$ cat config.mk
export PLATFORM = sky130hd
export DESIGN_NAME = multi_config_process_image_mapper
export DESIGN_NICKNAME = d
export VERILOG_FILES = /design/src/core/word_fifo.v /design/src/core/multi_config_process_image_mapper.v
export VERILOG_INCLUDE_DIRS = /design/src /design/src/core
export SDC_FILE = /design/constraint.sdc
export NUM_CORES = 2
export LEC_CHECK = 0
export BUFFER_PORTS_ARGS = -buffer_cell sky130_fd_sc_hd__clkbuf_2
export CAP_MARGIN = 25
export CORE_ASPECT_RATIO = 2
export CORE_MARGIN = 2
export CORE_UTILIZATION = 60
export DETAILED_ROUTE_END_ITERATION = 8
export PLACE_DENSITY_LB_ADDON = 0.12
export RECOVER_POWER = 25
export SETUP_SLACK_MARGIN = 0.4
export SYNTH_ARGS = -nofsm -noshare
export SYNTH_HDL_FRONTEND = slang
export SYNTH_SLANG_ARGS = --single-unit
$ cat constraint.sdc
create_clock -name mclk -period 72.8 [get_ports mclk]
set_input_delay 7.28 -clock mclk [delete_from_list [all_inputs] [get_ports mclk]]
set_output_delay 7.28 -clock mclk [all_outputs]
set_load 0.03 [all_outputs]
$ cat src/core/mc_mapper_regs.vh
// Constants of the multi-configuration process image mapper.
`ifndef MC_MAPPER_REGS_VH
`define MC_MAPPER_REGS_VH
`define ASSIGN_REG_COUNT    6'h20
`define ASSIGN_FIELD_W      2
`define ASSIGN_NORMAL       2'h0
`define ASSIGN_DISABLED     2'h2
`define CFG_BUF_BYTES       8'h40
`define CFG_BYTES_PER_TERM  8'h02
`define MAX_TERMS           8'h80
`define IND_HOLD_CYCLES     8'h04
`define FIFO_DEPTH          16
`endif

$ cat src/core/word_fifo.v
// Synchronous FIFO with valid and ready on both sides.
module word_fifo #(
  parameter WIDTH = 8,
  parameter DEPTH = 16,
  parameter AW    = 4
) (
  input  wire             mclk,
  input  wire             rst,
  input  wire             inValid,
  output wire             inReady,
  input  wire [WIDTH-1:0] inData,
  output wire             outValid,
  input  wire             outReady,
  output wire [WIDTH-1:0] outData
);
  reg [WIDTH-1:0] mem [0:DEPTH-1];
  reg [AW-1:0]    wrPtr;
  reg [AW-1:0]    rdPtr;
  reg [AW:0]      count;
  wire            doWr;
  wire            doRd;

  assign inReady  = (count != DEPTH[AW:0]);
  assign outValid = (count != {(AW+1){1'b0}});
  assign outData  = mem[rdPtr];
  assign doWr     = inValid & inReady;
  assign doRd     = outValid & outReady;

  always @(posedge mclk) begin
    if (doWr) begin
      mem[wrPtr] <= inData;
    end
  end

  always @(posedge mclk or posedge rst) begin
    if (rst) begin
      wrPtr <= {AW{1'b0}};
      rdPtr <= {AW{1'b0}};
      count <= {(AW+1){1'b0}};
    end else begin
      if (doWr) begin
        wrPtr <= (wrPtr == DEPTH[AW-1:0] - 1'b1) ? {AW{1'b0}} : wrPtr + 1'b1;
      end
      if (doRd) begin
        rdPtr <= (rdPtr == DEPTH[AW-1:0] - 1'b1) ? {AW{1'b0}} : rdPtr + 1'b1;
      end
      if (doWr && !doRd) begin
        count <= count + 1'b1;
      end else if (doRd && !doWr) begin
        count <= count - 1'b1;
      end
    end
  end
endmodule // word_fifo

$ cat src/core/multi_config_process_image_mapper.v
// Multi-configuration process image mapper: checks the configuration and masks disabled slots.
// Function
// - Compare configuration against detected terminals.
// - Complex terminals first, then digital, plug order.
// - Outputs in telegram, inputs in its response.
// - Image layout fixed whatever terminals are present.
// - Unresolved: static diag set, no cycles, dark.
// - After assignment: recheck, clear diag, run cycles.
// - Presence assignment kept in non-volatile storage.
// - Two-bit presence fields, eight per register.
// - Configuration buffer 64 bytes, two per terminal.
`include "mc_mapper_regs.vh"
module multi_config_process_image_mapper #(
  parameter TERMS    = 128,
  parameter TW       = 7,
  parameter DW       = 8,
  parameter CFG_MAX  = 64
) (
  input  wire          mclk,
  input  wire          rst,
  input  wire          cfgStart,
  input  wire          cfgByteValid,
  input  wire [7:0]    cfgByte,
  input  wire          cfgEnd,
  input  wire [TW:0]   detectedCount,
  input  wire          assignWrite,
  input  wire [4:0]    assignReg,
  input  wire [15:0]   assignData,
  input  wire          nvValid,
  input  wire [4:0]    nvReg,
  input  wire [15:0]   nvData,
  output reg           nvWrite,
  output reg  [4:0]    nvWriteReg,
  output reg  [15:0]   nvWriteData,
  input  wire          exchangeStart,
  input  wire          outSlotValid,
  input  wire [TW-1:0] outSlot,
  input  wire [DW-1:0] outSlotData,
  output wire          outSlotReady,
  output wire          termOutValid,
  input  wire          termOutReady,
  output wire [DW-1:0] termOutData,
  output wire [TW-1:0] termOutIndex,
  input  wire          termInValid,
  input  wire [TW-1:0] termInSlot,
  input  wire [DW-1:0] termInData,
  output reg           respValid,
  output reg  [TW-1:0] respSlot,
  output reg  [DW-1:0] respData,
  output reg           staticDiag,
  output reg           termCycleReq,
  output reg           cycleIndicator,
  output reg           cfgOverflow,
  output reg           cfgMismatch
);
  localparam ST_IDLE  = 4'b0001;
  localparam ST_CFG   = 4'b0010;
  localparam ST_HOLD  = 4'b0100;
  localparam ST_RUN   = 4'b1000;

  reg [3:0]        state;
  reg [1:0]        presence [0:TERMS-1];
  reg [7:0]        cfgCount;
  reg [TW:0]       enabledCount;
  reg [7:0]        indTimer;
  reg              assignSeen;
  reg              cfgDone;
  reg [TW:0]       cntAcc;
  // Each process owns its loop variable so no variable has two drivers.
  integer          i;
  integer          j;

  wire             assignInRange;
  wire             nvInRange;

  wire             cfgMatch;
  wire             fifoInValid;
  wire             fifoInReady;
  wire [TW+DW-1:0] fifoOutWord;

  // Number of terminals not set to disabled; counts every entry of the presence table.
  always @* begin
    cntAcc = {(TW+1){1'b0}};
    for (j = 0; j < TERMS; j = j + 1) begin
      if (presence[j] != `ASSIGN_DISABLED) begin
        cntAcc = cntAcc + 1'b1;
      end
    end
  end

  assign cfgMatch = (enabledCount == detectedCount);

  // Registers beyond the table are stored but ignored here, so hardware never wraps them.
  assign assignInRange = ({3'h0, assignReg} < (TERMS / 8));
  assign nvInRange     = ({3'h0, nvReg} < (TERMS / 8));

  // Presence table, loaded from non-volatile storage or written by the master.
  always @(posedge mclk or posedge rst) begin
    if (rst) begin
      for (i = 0; i < TERMS; i = i + 1) begin
        presence[i] <= `ASSIGN_NORMAL;
      end
      nvWrite     <= 1'b0;
      nvWriteReg  <= 5'h00;
      nvWriteData <= 16'h0000;
      assignSeen  <= 1'b0;
    end else begin
      nvWrite <= 1'b0;
      if (assignWrite) begin
        for (i = 0; i < 8; i = i + 1) begin
          if (assignInRange) begin
            presence[{assignReg, 3'h0} + i] <= assignData[2*i +: 2];
          end
        end
        nvWrite     <= 1'b1;
        nvWriteReg  <= assignReg;
        nvWriteData <= assignData;
        assignSeen  <= 1'b1;
      end else if (nvValid) begin
        for (i = 0; i < 8; i = i + 1) begin
          if (nvInRange) begin
            presence[{nvReg, 3'h0} + i] <= nvData[2*i +: 2];
          end
        end
      end else if (state == ST_RUN) begin
        assignSeen <= 1'b0;
      end
    end
  end

  always @(posedge mclk or posedge rst) begin
    if (rst) begin
      enabledCount <= {(TW+1){1'b0}};
    end else begin
      enabledCount <= cntAcc;
    end
  end

  // Configuration reception and check; the buffer holds two bytes per terminal.
  always @(posedge mclk or posedge rst) begin
    if (rst) begin
      state          <= ST_IDLE;
      cfgCount       <= 8'h00;
      cfgOverflow    <= 1'b0;
      cfgMismatch    <= 1'b0;
      cfgDone        <= 1'b0;
      staticDiag     <= 1'b0;
    end else begin
      case (state)
        ST_IDLE: begin
          if (cfgStart) begin
            state       <= ST_CFG;
            cfgCount    <= 8'h00;
            cfgOverflow <= 1'b0;
          end
        end
        ST_CFG: begin
          if (cfgByteValid) begin
            if (cfgCount == CFG_MAX[7:0]) begin
              cfgOverflow <= 1'b1;
            end else begin
              cfgCount <= cfgCount + 1'b1;
            end
          end
          if (cfgEnd) begin
            if (cfgMatch && !cfgOverflow) begin
              state       <= ST_RUN;
              staticDiag  <= 1'b0;
              cfgMismatch <= 1'b0;
            end else begin
              state       <= ST_HOLD;
              staticDiag  <= 1'b1;
              cfgMismatch <= 1'b1;
            end
          end
        end
        ST_HOLD: begin
          // Re-check only after a fresh assignment so a stale table cannot release it.
          if (assignSeen && cfgMatch && !cfgOverflow) begin
            state       <= ST_RUN;
            staticDiag  <= 1'b0;
            cfgMismatch <= 1'b0;
          end else if (cfgStart) begin
            state    <= ST_CFG;
            cfgCount <= 8'h00;
            cfgOverflow <= 1'b0;
          end
        end
        ST_RUN: begin
          if (cfgStart) begin
            state    <= ST_CFG;
            cfgCount <= 8'h00;
            cfgOverflow <= 1'b0;
          end
        end
        default: begin
          state <= ST_IDLE;
        end
      endcase
    end
  end

  // Terminal bus cycles run only in ST_RUN; the indicator lights during each cycle.
  always @(posedge mclk or posedge rst) begin
    if (rst) begin
      termCycleReq   <= 1'b0;
      cycleIndicator <= 1'b0;
      indTimer       <= 8'h00;
    end else begin
      termCycleReq <= (state == ST_RUN) && exchangeStart;
      if (state != ST_RUN) begin
        cycleIndicator <= 1'b0;
        indTimer       <= 8'h00;
      end else if (exchangeStart) begin
        cycleIndicator <= 1'b1;
        indTimer       <= `IND_HOLD_CYCLES;
      end else if (indTimer != 8'h00) begin
        indTimer <= indTimer - 1'b1;
      end else begin
        cycleIndicator <= 1'b0;
      end
    end
  end

  // Outputs to disabled slots, and any outside ST_RUN, are discarded; enabled ones queue toward the terminals.
  assign fifoInValid  = outSlotValid && (state == ST_RUN)
                        && (presence[outSlot] != `ASSIGN_DISABLED);
  assign outSlotReady = fifoInReady || (presence[outSlot] == `ASSIGN_DISABLED)
                        || (state != ST_RUN);

  word_fifo #(
    .WIDTH (TW + DW),
    .DEPTH (`FIFO_DEPTH),
    .AW    (4)
  ) outFifo (
    .mclk     (mclk),
    .rst      (rst),
    .inValid  (fifoInValid),
    .inReady  (fifoInReady),
    .inData   ({outSlot, outSlotData}),
    .outValid (termOutValid),
    .outReady (termOutReady),
    .outData  (fifoOutWord)
  );

  // Slot index is kept fixed so the image layout never shifts.
  assign termOutIndex = fifoOutWord[TW+DW-1:DW];
  assign termOutData  = fifoOutWord[DW-1:0];

  // Response inputs in fixed slots; disabled slots read zero.
  always @(posedge mclk or posedge rst) begin
    if (rst) begin
      respValid <= 1'b0;
      respSlot  <= {TW{1'b0}};
      respData  <= {DW{1'b0}};
    end else begin
      respValid <= termInValid && (state == ST_RUN);
      respSlot  <= termInSlot;
      if (presence[termInSlot] == `ASSIGN_DISABLED) begin
        respData <= {DW{1'b0}};
      end else begin
        respData <= termInData;
      end
    end
  end
endmodule // multi_config_process_image_mapper

Word-level counts from Yosys, hierarchy flattened

Memories as Yosys holds them, arrays and structs flattened.
Index checks and enable logic that the tools add are counted.

Add/subtract/negate cells: 147
$mul: 0
Divide/modulo/power cells: 0
Order comparisons: 36
Equality and inequality tests: 149
Shifts and indexed selects: 0
Multiplexer cells: 257
Bitwise logic cells: 20
Reduce and logical (&&, ||, !) cells: 43

Operators with widths:

| operator                                                            | count |
|---|---|
| two-way mux 256 bit                                                 | 39 |
| bitwise mux 256 bit                                                 | 16 |
| two-way mux 8 bit                                                   | 135 |
| adder 8 x 1 -> 8 bit (second input constant)                        | 128 |
| greater-or-equal comparator 33 x 8 -> 1 bit (second input constant) | 16 |
| < comparator 33 x 1 -> 1 bit (second input constant)                | 16 |
| NOT 9 -> 33 bit                                                     | 14 |
| != test 2 bit (second input constant)                               | 136 |
| demux 2 bit (select 7 bit)                                          | 16 |
| adder 8 x 3 -> 9 bit (second input constant)                        | 8 |
| NOT 8 -> 33 bit                                                     | 2 |
| two-way mux 2 bit                                                   | 20 |
| adder 8 x 2 -> 9 bit (second input constant)                        | 4 |
| binary-select mux 2 bit (select 7 bit)                              | 2 |
| logical AND 1 bit                                                   | 25 |
| two-way mux 4 bit                                                   | 6 |
| one-hot mux 8 bit (3 select lines)                                  | 1 |
| adder 8 x 1 -> 9 bit (second input constant)                        | 2 |
| two-way mux 1 bit                                                   | 17 |
| greater-or-equal comparator 8 bit (second input constant)           | 2 |
| NOT 7 -> 8 bit                                                      | 2 |
| == test 4 bit (second input constant)                               | 3 |
| one-hot mux 4 bit (3 select lines)                                  | 1 |
| < comparator 5 bit (second input constant)                          | 2 |
| 27 further kinds                                                    | 39 |

Register bits: 340
Bits in latches: 0
RAM bits: 240
Memory bits (read-only): 0
Input bits: 99
Output and inout bits: 60
Logic and storage cells: 799
Memories kept: 1

Memories:

| name        | words | bits a word | read ports | clocked after memory_dff | wr ports | RTL line       | RTL |
|---|---|---|---|---|---|---|---|
| outFifo.mem | 16    | 15          | 1          | 0                        | 1        | word_fifo.v:16 | `reg [WIDTH-1:0] mem [0:DEPTH-1];` |

Depth between registers and ports, before layout

Depth after elaboration: 256
Depth in mapped cells: 414
Depth with buffers taken out: 414

Cells and area by module

Synthesis repeated with hierarchy kept, for this count alone.

Cell total of the unflattened synthesis: 5,911
Area total of the unflattened synthesis: 54,091.9 um2

By module, submodules not included:

| module                            | instances | cells each | area an instance (um2) | seq. area each (um2) |
|---|---|---|---|---|
| multi_config_process_image_mapper | 1         | 5,375      | 43,995.9               | 8,184.1 |
| word_fifo                         | 1         | 536        | 10,095.9               | 7,532.2 |

Worst setup path after synthesis

Ideal clock, no wire load.

Path kind: flip-flop to flip-flop
Start: reg presence[255] (netlist bit)
End: reg enabledCount[7]
Library setup time: 0.134 ns
Arrival: 66.904 ns
Data required time: 72.666 ns
Setup slack: 5.762 ns
Cell stages (with the launch flop): 415
Buffers on the path: 0
Period minus slack after synthesis: 67.038 ns
Cell sequence: dfrtp_1 nand2b_1 inv_1 ha_1 xnor2_4 ha_1 nand2_1 nand2_1 ha_1 mux2_2 ha_1 nand2_1 nand3b_1 ha_1 o22a_1 ha_1 nand2_1 a21oi_1 [379 not listed] mux2_2 ha_1 mux2_2 ha_1 mux2_2 ha_1 nor2_1 nor2_1 ha_1 nand2_1 xnor2_1 nand4_1 nor2_1 o21ai_1 nand2_1 nand2b_1 nor3b_1 xnor3_1

Word-level cells in the longest chain between the ends: 256

RTL lines:

| item                               | RTL line                                | RTL |
|---|---|---|
| start, declared                    | multi_config_process_image_mapper.v:62  | `reg [1:0] presence [0:TERMS-1];` |
| start signal, assigned by index    | multi_config_process_image_mapper.v:101 | `` presence[i] <= `ASSIGN_NORMAL; `` |
| start signal, assigned by index    | multi_config_process_image_mapper.v:112 | `presence[{assignReg, 3'h0} + i] <= assignData[2*i +: 2];` |
| start signal, assigned by index    | multi_config_process_image_mapper.v:122 | `presence[{nvReg, 3'h0} + i] <= nvData[2*i +: 2];` |
| != test 2 bit (no source line) (*) | n/a                                     |  |
| two-way mux 1 bit (*)              | multi_config_process_image_mapper.v:85  | `` if (presence[j] != `ASSIGN_DISABLED) begin `` |
| adder 8 x 1 -> 8 bit               | multi_config_process_image_mapper.v:86  | `cntAcc = cntAcc + 1'b1;` |
| two-way mux 8 bit (*)              | multi_config_process_image_mapper.v:85  |  |
| adder 8 x 1 -> 8 bit               | multi_config_process_image_mapper.v:86  |  |
| two-way mux 8 bit (*)              | multi_config_process_image_mapper.v:85  |  |
| adder 8 x 1 -> 8 bit               | multi_config_process_image_mapper.v:86  |  |
| two-way mux 8 bit (*)              | multi_config_process_image_mapper.v:85  |  |
| [241 not listed]                   | n/a                                     |  |
| two-way mux 8 bit (*)              | multi_config_process_image_mapper.v:85  |  |
| adder 8 x 1 -> 8 bit               | multi_config_process_image_mapper.v:86  |  |
| two-way mux 8 bit (*)              | multi_config_process_image_mapper.v:85  |  |
| adder 8 x 1 -> 8 bit               | multi_config_process_image_mapper.v:86  |  |
| two-way mux 8 bit (*)              | multi_config_process_image_mapper.v:85  |  |
| adder 8 x 1 -> 8 bit               | multi_config_process_image_mapper.v:86  |  |
| two-way mux 8 bit (*)              | multi_config_process_image_mapper.v:85  |  |
| via cntAcc[7]                      | multi_config_process_image_mapper.v:68  | `reg [TW:0] cntAcc;` |
| end signal, assigned               | multi_config_process_image_mapper.v:133 | `enabledCount <= {(TW+1){1'b0}};` |
| end signal, assigned               | multi_config_process_image_mapper.v:135 | `enabledCount <= cntAcc;` |
| end, declared                      | multi_config_process_image_mapper.v:64  | `reg [TW:0] enabledCount;` |

Mark *: on every way through the listed nets, which the timed path passes. The rest lies on a longest branch.
A chain may end at the register's enable or synchronous reset.

Worst setup path after layout

Start: reg presence[254] (netlist bit)
End: reg enabledCount[7]

The elaborated chain is that of the path after synthesis.

==> results.md <==
* Outcome: finished, violations left
* Failing checks: max-capacitance violations, max-slew violations
* Fraction of the mapped netlist area in compound gates at ~18%
* Area contributors post-synth: sky130_fd_sc_hd__dfrtp_1 17%, sky130_fd_sc_hd__edfxtp_1 15%, sky130_fd_sc_hd__xnor2_1 8.8%
* Area Growth Syn to Fin at 11.4%
* Total global routing track utilization at a little over a third
* Post-synthesis cell type count at around 120
* Fraction of post-synthesis cell area in the top cell type by area at 17.4%
* Hold path startpoint: presence[86]
* Type of element capturing the critical path: flip-flop
* Adder and majority cell fraction of the synthesized area at 3.72%
* Number of antenna violations at the first check in global routing at 17
* Total nets after synthesis at roughly 5300
* Number of maximum-capacitance constraint violations at 6
* Register bit total from synthesis at a little under 600
* Routing layer with the top usage in global route: met2
* Filler cell count in the final layout at 6401
* Mux cell area share after synthesis at 8.57%
* Proportion of synthesized chip area in sequential cells at ~32%
* CP Max Fanout at 4
* Place WS at between 0.06 and 0.07 ns
* Kind of critical path: reg -> reg
* Fmax achieved at roughly 15 MHz
* Dominant cell by count in the synthesized netlist: sky130_fd_sc_hd__nand2_1
* Met1 capacity usage during global routing at 36.4%
* First-pass GRT wire length at between 200000 and 250000 microns
* Total number of H-tree levels at 2
* Maximum number of buffers from clock root to sink at 3
* Xor/xnor share of the synthesized area at between 10% and 20%
* Main combinational cell family by area after synthesis: compound AO/OA/AOI/OAI gates
* Reg-to-reg critical path startpoint: presence[254]
* Largest incremental delay on the critical path at 0.42 ns
* Die Span X at about 210 microns
* TritonCTS buffer count at 50
* Met2 layer usage reported by global route at 65.9%
* Met3 Track Usage GR at ~6.5%
* Die Y at just over 400 microns
* Worst Hold Class: reg -> reg
* Worst clock skew at approximately 0.031 ns
* CTS tree: built
* Core footprint at ~80000 sq um
* Async S/R FF share, synth at between 50 and 60%
* Post-Syn Area at ~49000 sq um
* Post-route clock period utilization at 94.7%
* Count of TritonRoute iterations in the first routing pass at 6
* Number of standard cells after synthesis at 5021
* Transition time at the pin with the least slew margin at about 6.1 ns
* Initial detailed-routing violation count at ~3600
* Post-synthesis simple-gate area fraction at about 17%
* Number of warnings reported in the yosys synthesis log at 0
* Reg-to-reg critical path endpoint: enabledCount[7]
* Drt wl/cell at roughly 24 microns
* Worst slew margin relative to its limit at -306%
* Setup crit start kind: flip-flop
* Pin count of the biggest net entering global routing at approximately 160
* Synth top cells by count: 511 x sky130_fd_sc_hd__nand2_1, 487 x sky130_fd_sc_hd__xnor2_1, 354 x sky130_fd_sc_hd__nor2_1, 339 x sky130_fd_sc_hd__dfrtp_1, 270 x sky130_fd_sc_hd__o21a_1
* Layout cell share with drive strength beyond 1 at 17.5%
* Finish-stage setup viols at 0
* Cell mode on critical path: sky130_fd_sc_hd__ha_1
* Overall overflow remaining after global route at 0
* Area of the multi-input gates at around 32000 sq um
* Input/output buffers at 150
* Per-cell via count in the routed design at approximately 6.6
* Origin of the worst setup path: presence[254]
* Post-synth EDFFs at 240
* Total Routed Length at 154000 microns
* Remaining routing DRC violations at 0
* Total via count in the routed design at about 42000
* Post-layout worst setup margin at a little under 4 ns
* Routability congestion estimate at just under 1
* Number of I/O pins at 159
* Critical Path Slowest Stage Cell: sky130_fd_sc_hd__a222oi_1
* Arrival @ worst endpoint at between 60 and 70 ns
* Number of rows created at floorplan at 147
* # nets final at 5465
* Post-Syn Area per Cell at 9.71 sq um
* Post-layout min period at roughly 69 ns
* Clock tree root driver cell: sky130_fd_sc_hd__clkbuf_16
* Final hold vios at 0
* Logic depth of the worst register-to-register path at approximately 420
* Required arrival time at the worst endpoint at 73.32 ns
* Register area at 15700 sq um
* Count of clock tree sinks at 580
* Last element of the critical path: enabledCount[7]
* R2R Setup Slk at ~3.9 ns
* Number of nets with antenna violations after detailed routing at 0
* Clock transition at the registers of the reported paths at 0.07 ns
* Number of global-route vias before repair at between 40000 and 50000
* Biggest area consumer among synthesized cells: sky130_fd_sc_hd__dfrtp_1
* Overall die area at ~84000 sq um
* Post-synth top flop: sky130_fd_sc_hd__dfrtp_1
* Latest clock arrival within the worst-skew pair at between 0.6 and 0.7 ns
* Initial standard-cell utilization of the core at a little over 60%
* Final Max Slew Viols at around 280
* DP HPWL at about 110000 microns
-- final cells by class --
class / count / share of cell area (%)
tap: 1043 / 2.40
multi-input combinational: 4071 / 59.5
clock buffer: 61 / 2.48
clock inverter: 28 / 0.523
inverter: 110 / 0.763
timing repair buffer: 412 / 5.27
sequential: 580 / 29.0
antenna: 12 / 0.0553
-- stage by stage --
step / util [%] / hold slack [ns] / area (sq um) / instances / setup TNS [ns]
CTS: 66.4 / 0.486 / 53300 / 6258 / 0
floorplan: - / 0.456 / 48700 / 5021 / 0
global placement: 64.0 / 0.464 / 51400 / 6155 / 0
global route: 67.5 / 0.487 / 54300 / 6307 / -0.806
finish: 67.5 / 0.482 / 54300 / 6317 / 0
detailed placement: 64.3 / 0.471 / 51700 / 6167 / 0
-- sequential cells by signal (all words and copies together), names as in the netlist, 5 cells and up --
register       count
nvWriteReg         5
indTimer           8
cfgCount           8
presence         256
nvWriteData       16
outFifo.count      5
respData           8
respSlot           7
outFifo.mem      240
enabledCount       8
-- cell families (layout without fill, tap and decap cells) --
family | Yosys count | after routing
compound gates | 1214 | 1214
xor+xnor | 813 | 813
fa+ha+maj | 145 | 145
buf+inv | 370 | 611
flops | 580 | 580
mux | 228 | 228
other cells | 0 | 12
simple gates | 1671 | 1671
-- layer usage --
metal / vias up / wire [microns]
met3: 742 / 10800
met1: 20500 / 50300
met2: 1709 / 78900
met4: 18 / 14200
li1: 19000 / -
met5: - / 109
-- repair_timing --
item,CTS,global route
setup buffers,2,41
pin swaps,1,66
endpoints found under the hold margin,0,0
gates resized for setup,8,150
hold buffers,0,0
endpoints found under the setup margin,7,7
-- worst min-delay path by stage --
stage,end,slack (ns),cells past startpoint
floorplan,presence[246],0.46,1
global placement,presence[70],0.46,1
detailed placement,presence[8],0.47,1
CTS,presence[130],0.49,1
global route,presence[68],0.49,1
finish,presence[86],0.48,1
-- critical path, delay by kind of cell (launching register included) --
kind	cells	cell delay, ns
mux	10	2.69
buf+inv	20	1.61
xor+xnor	2	0.41
simple gates	156	13.97
fa+ha+maj	124	35.10
compound gates	103	14.58
flops	1	0.38
-- placed cells by master, fill, tap and decap left out, types with 49 or more instances in the layout --
master / Yosys / routed
sky130_fd_sc_hd__nand2_1: 511 / 487
sky130_fd_sc_hd__xnor2_1: 487 / 486
sky130_fd_sc_hd__dfrtp_1: 339 / 337
sky130_fd_sc_hd__nor2_1: 354 / 332
sky130_fd_sc_hd__o21a_1: 270 / 269
sky130_fd_sc_hd__o221ai_1: 256 / 256
sky130_fd_sc_hd__edfxtp_1: 240 / 240
sky130_fd_sc_hd__buf_4: 5 / 239
sky130_fd_sc_hd__xor2_1: 200 / 200
sky130_fd_sc_hd__nand2b_1: 163 / 161
sky130_fd_sc_hd__mux4_2: 148 / 148
sky130_fd_sc_hd__a21oi_1: 154 / 145
sky130_fd_sc_hd__nand3_1: 137 / 137
sky130_fd_sc_hd__o21ai_0: 164 / 136
sky130_fd_sc_hd__clkbuf_2: 0 / 130
sky130_fd_sc_hd__ha_1: 140 / 124
sky130_fd_sc_hd__nor2b_1: 110 / 109
sky130_fd_sc_hd__inv_1: 107 / 105
sky130_fd_sc_hd__nor3_1: 106 / 102
sky130_fd_sc_hd__clkbuf_16: 0 / 51
sky130_fd_sc_hd__and2_1: 52 / 49
Power is left out: the tool's default activity adds up to more than one toggle a clock period on the data nets, which glitch-free logic cannot reach.
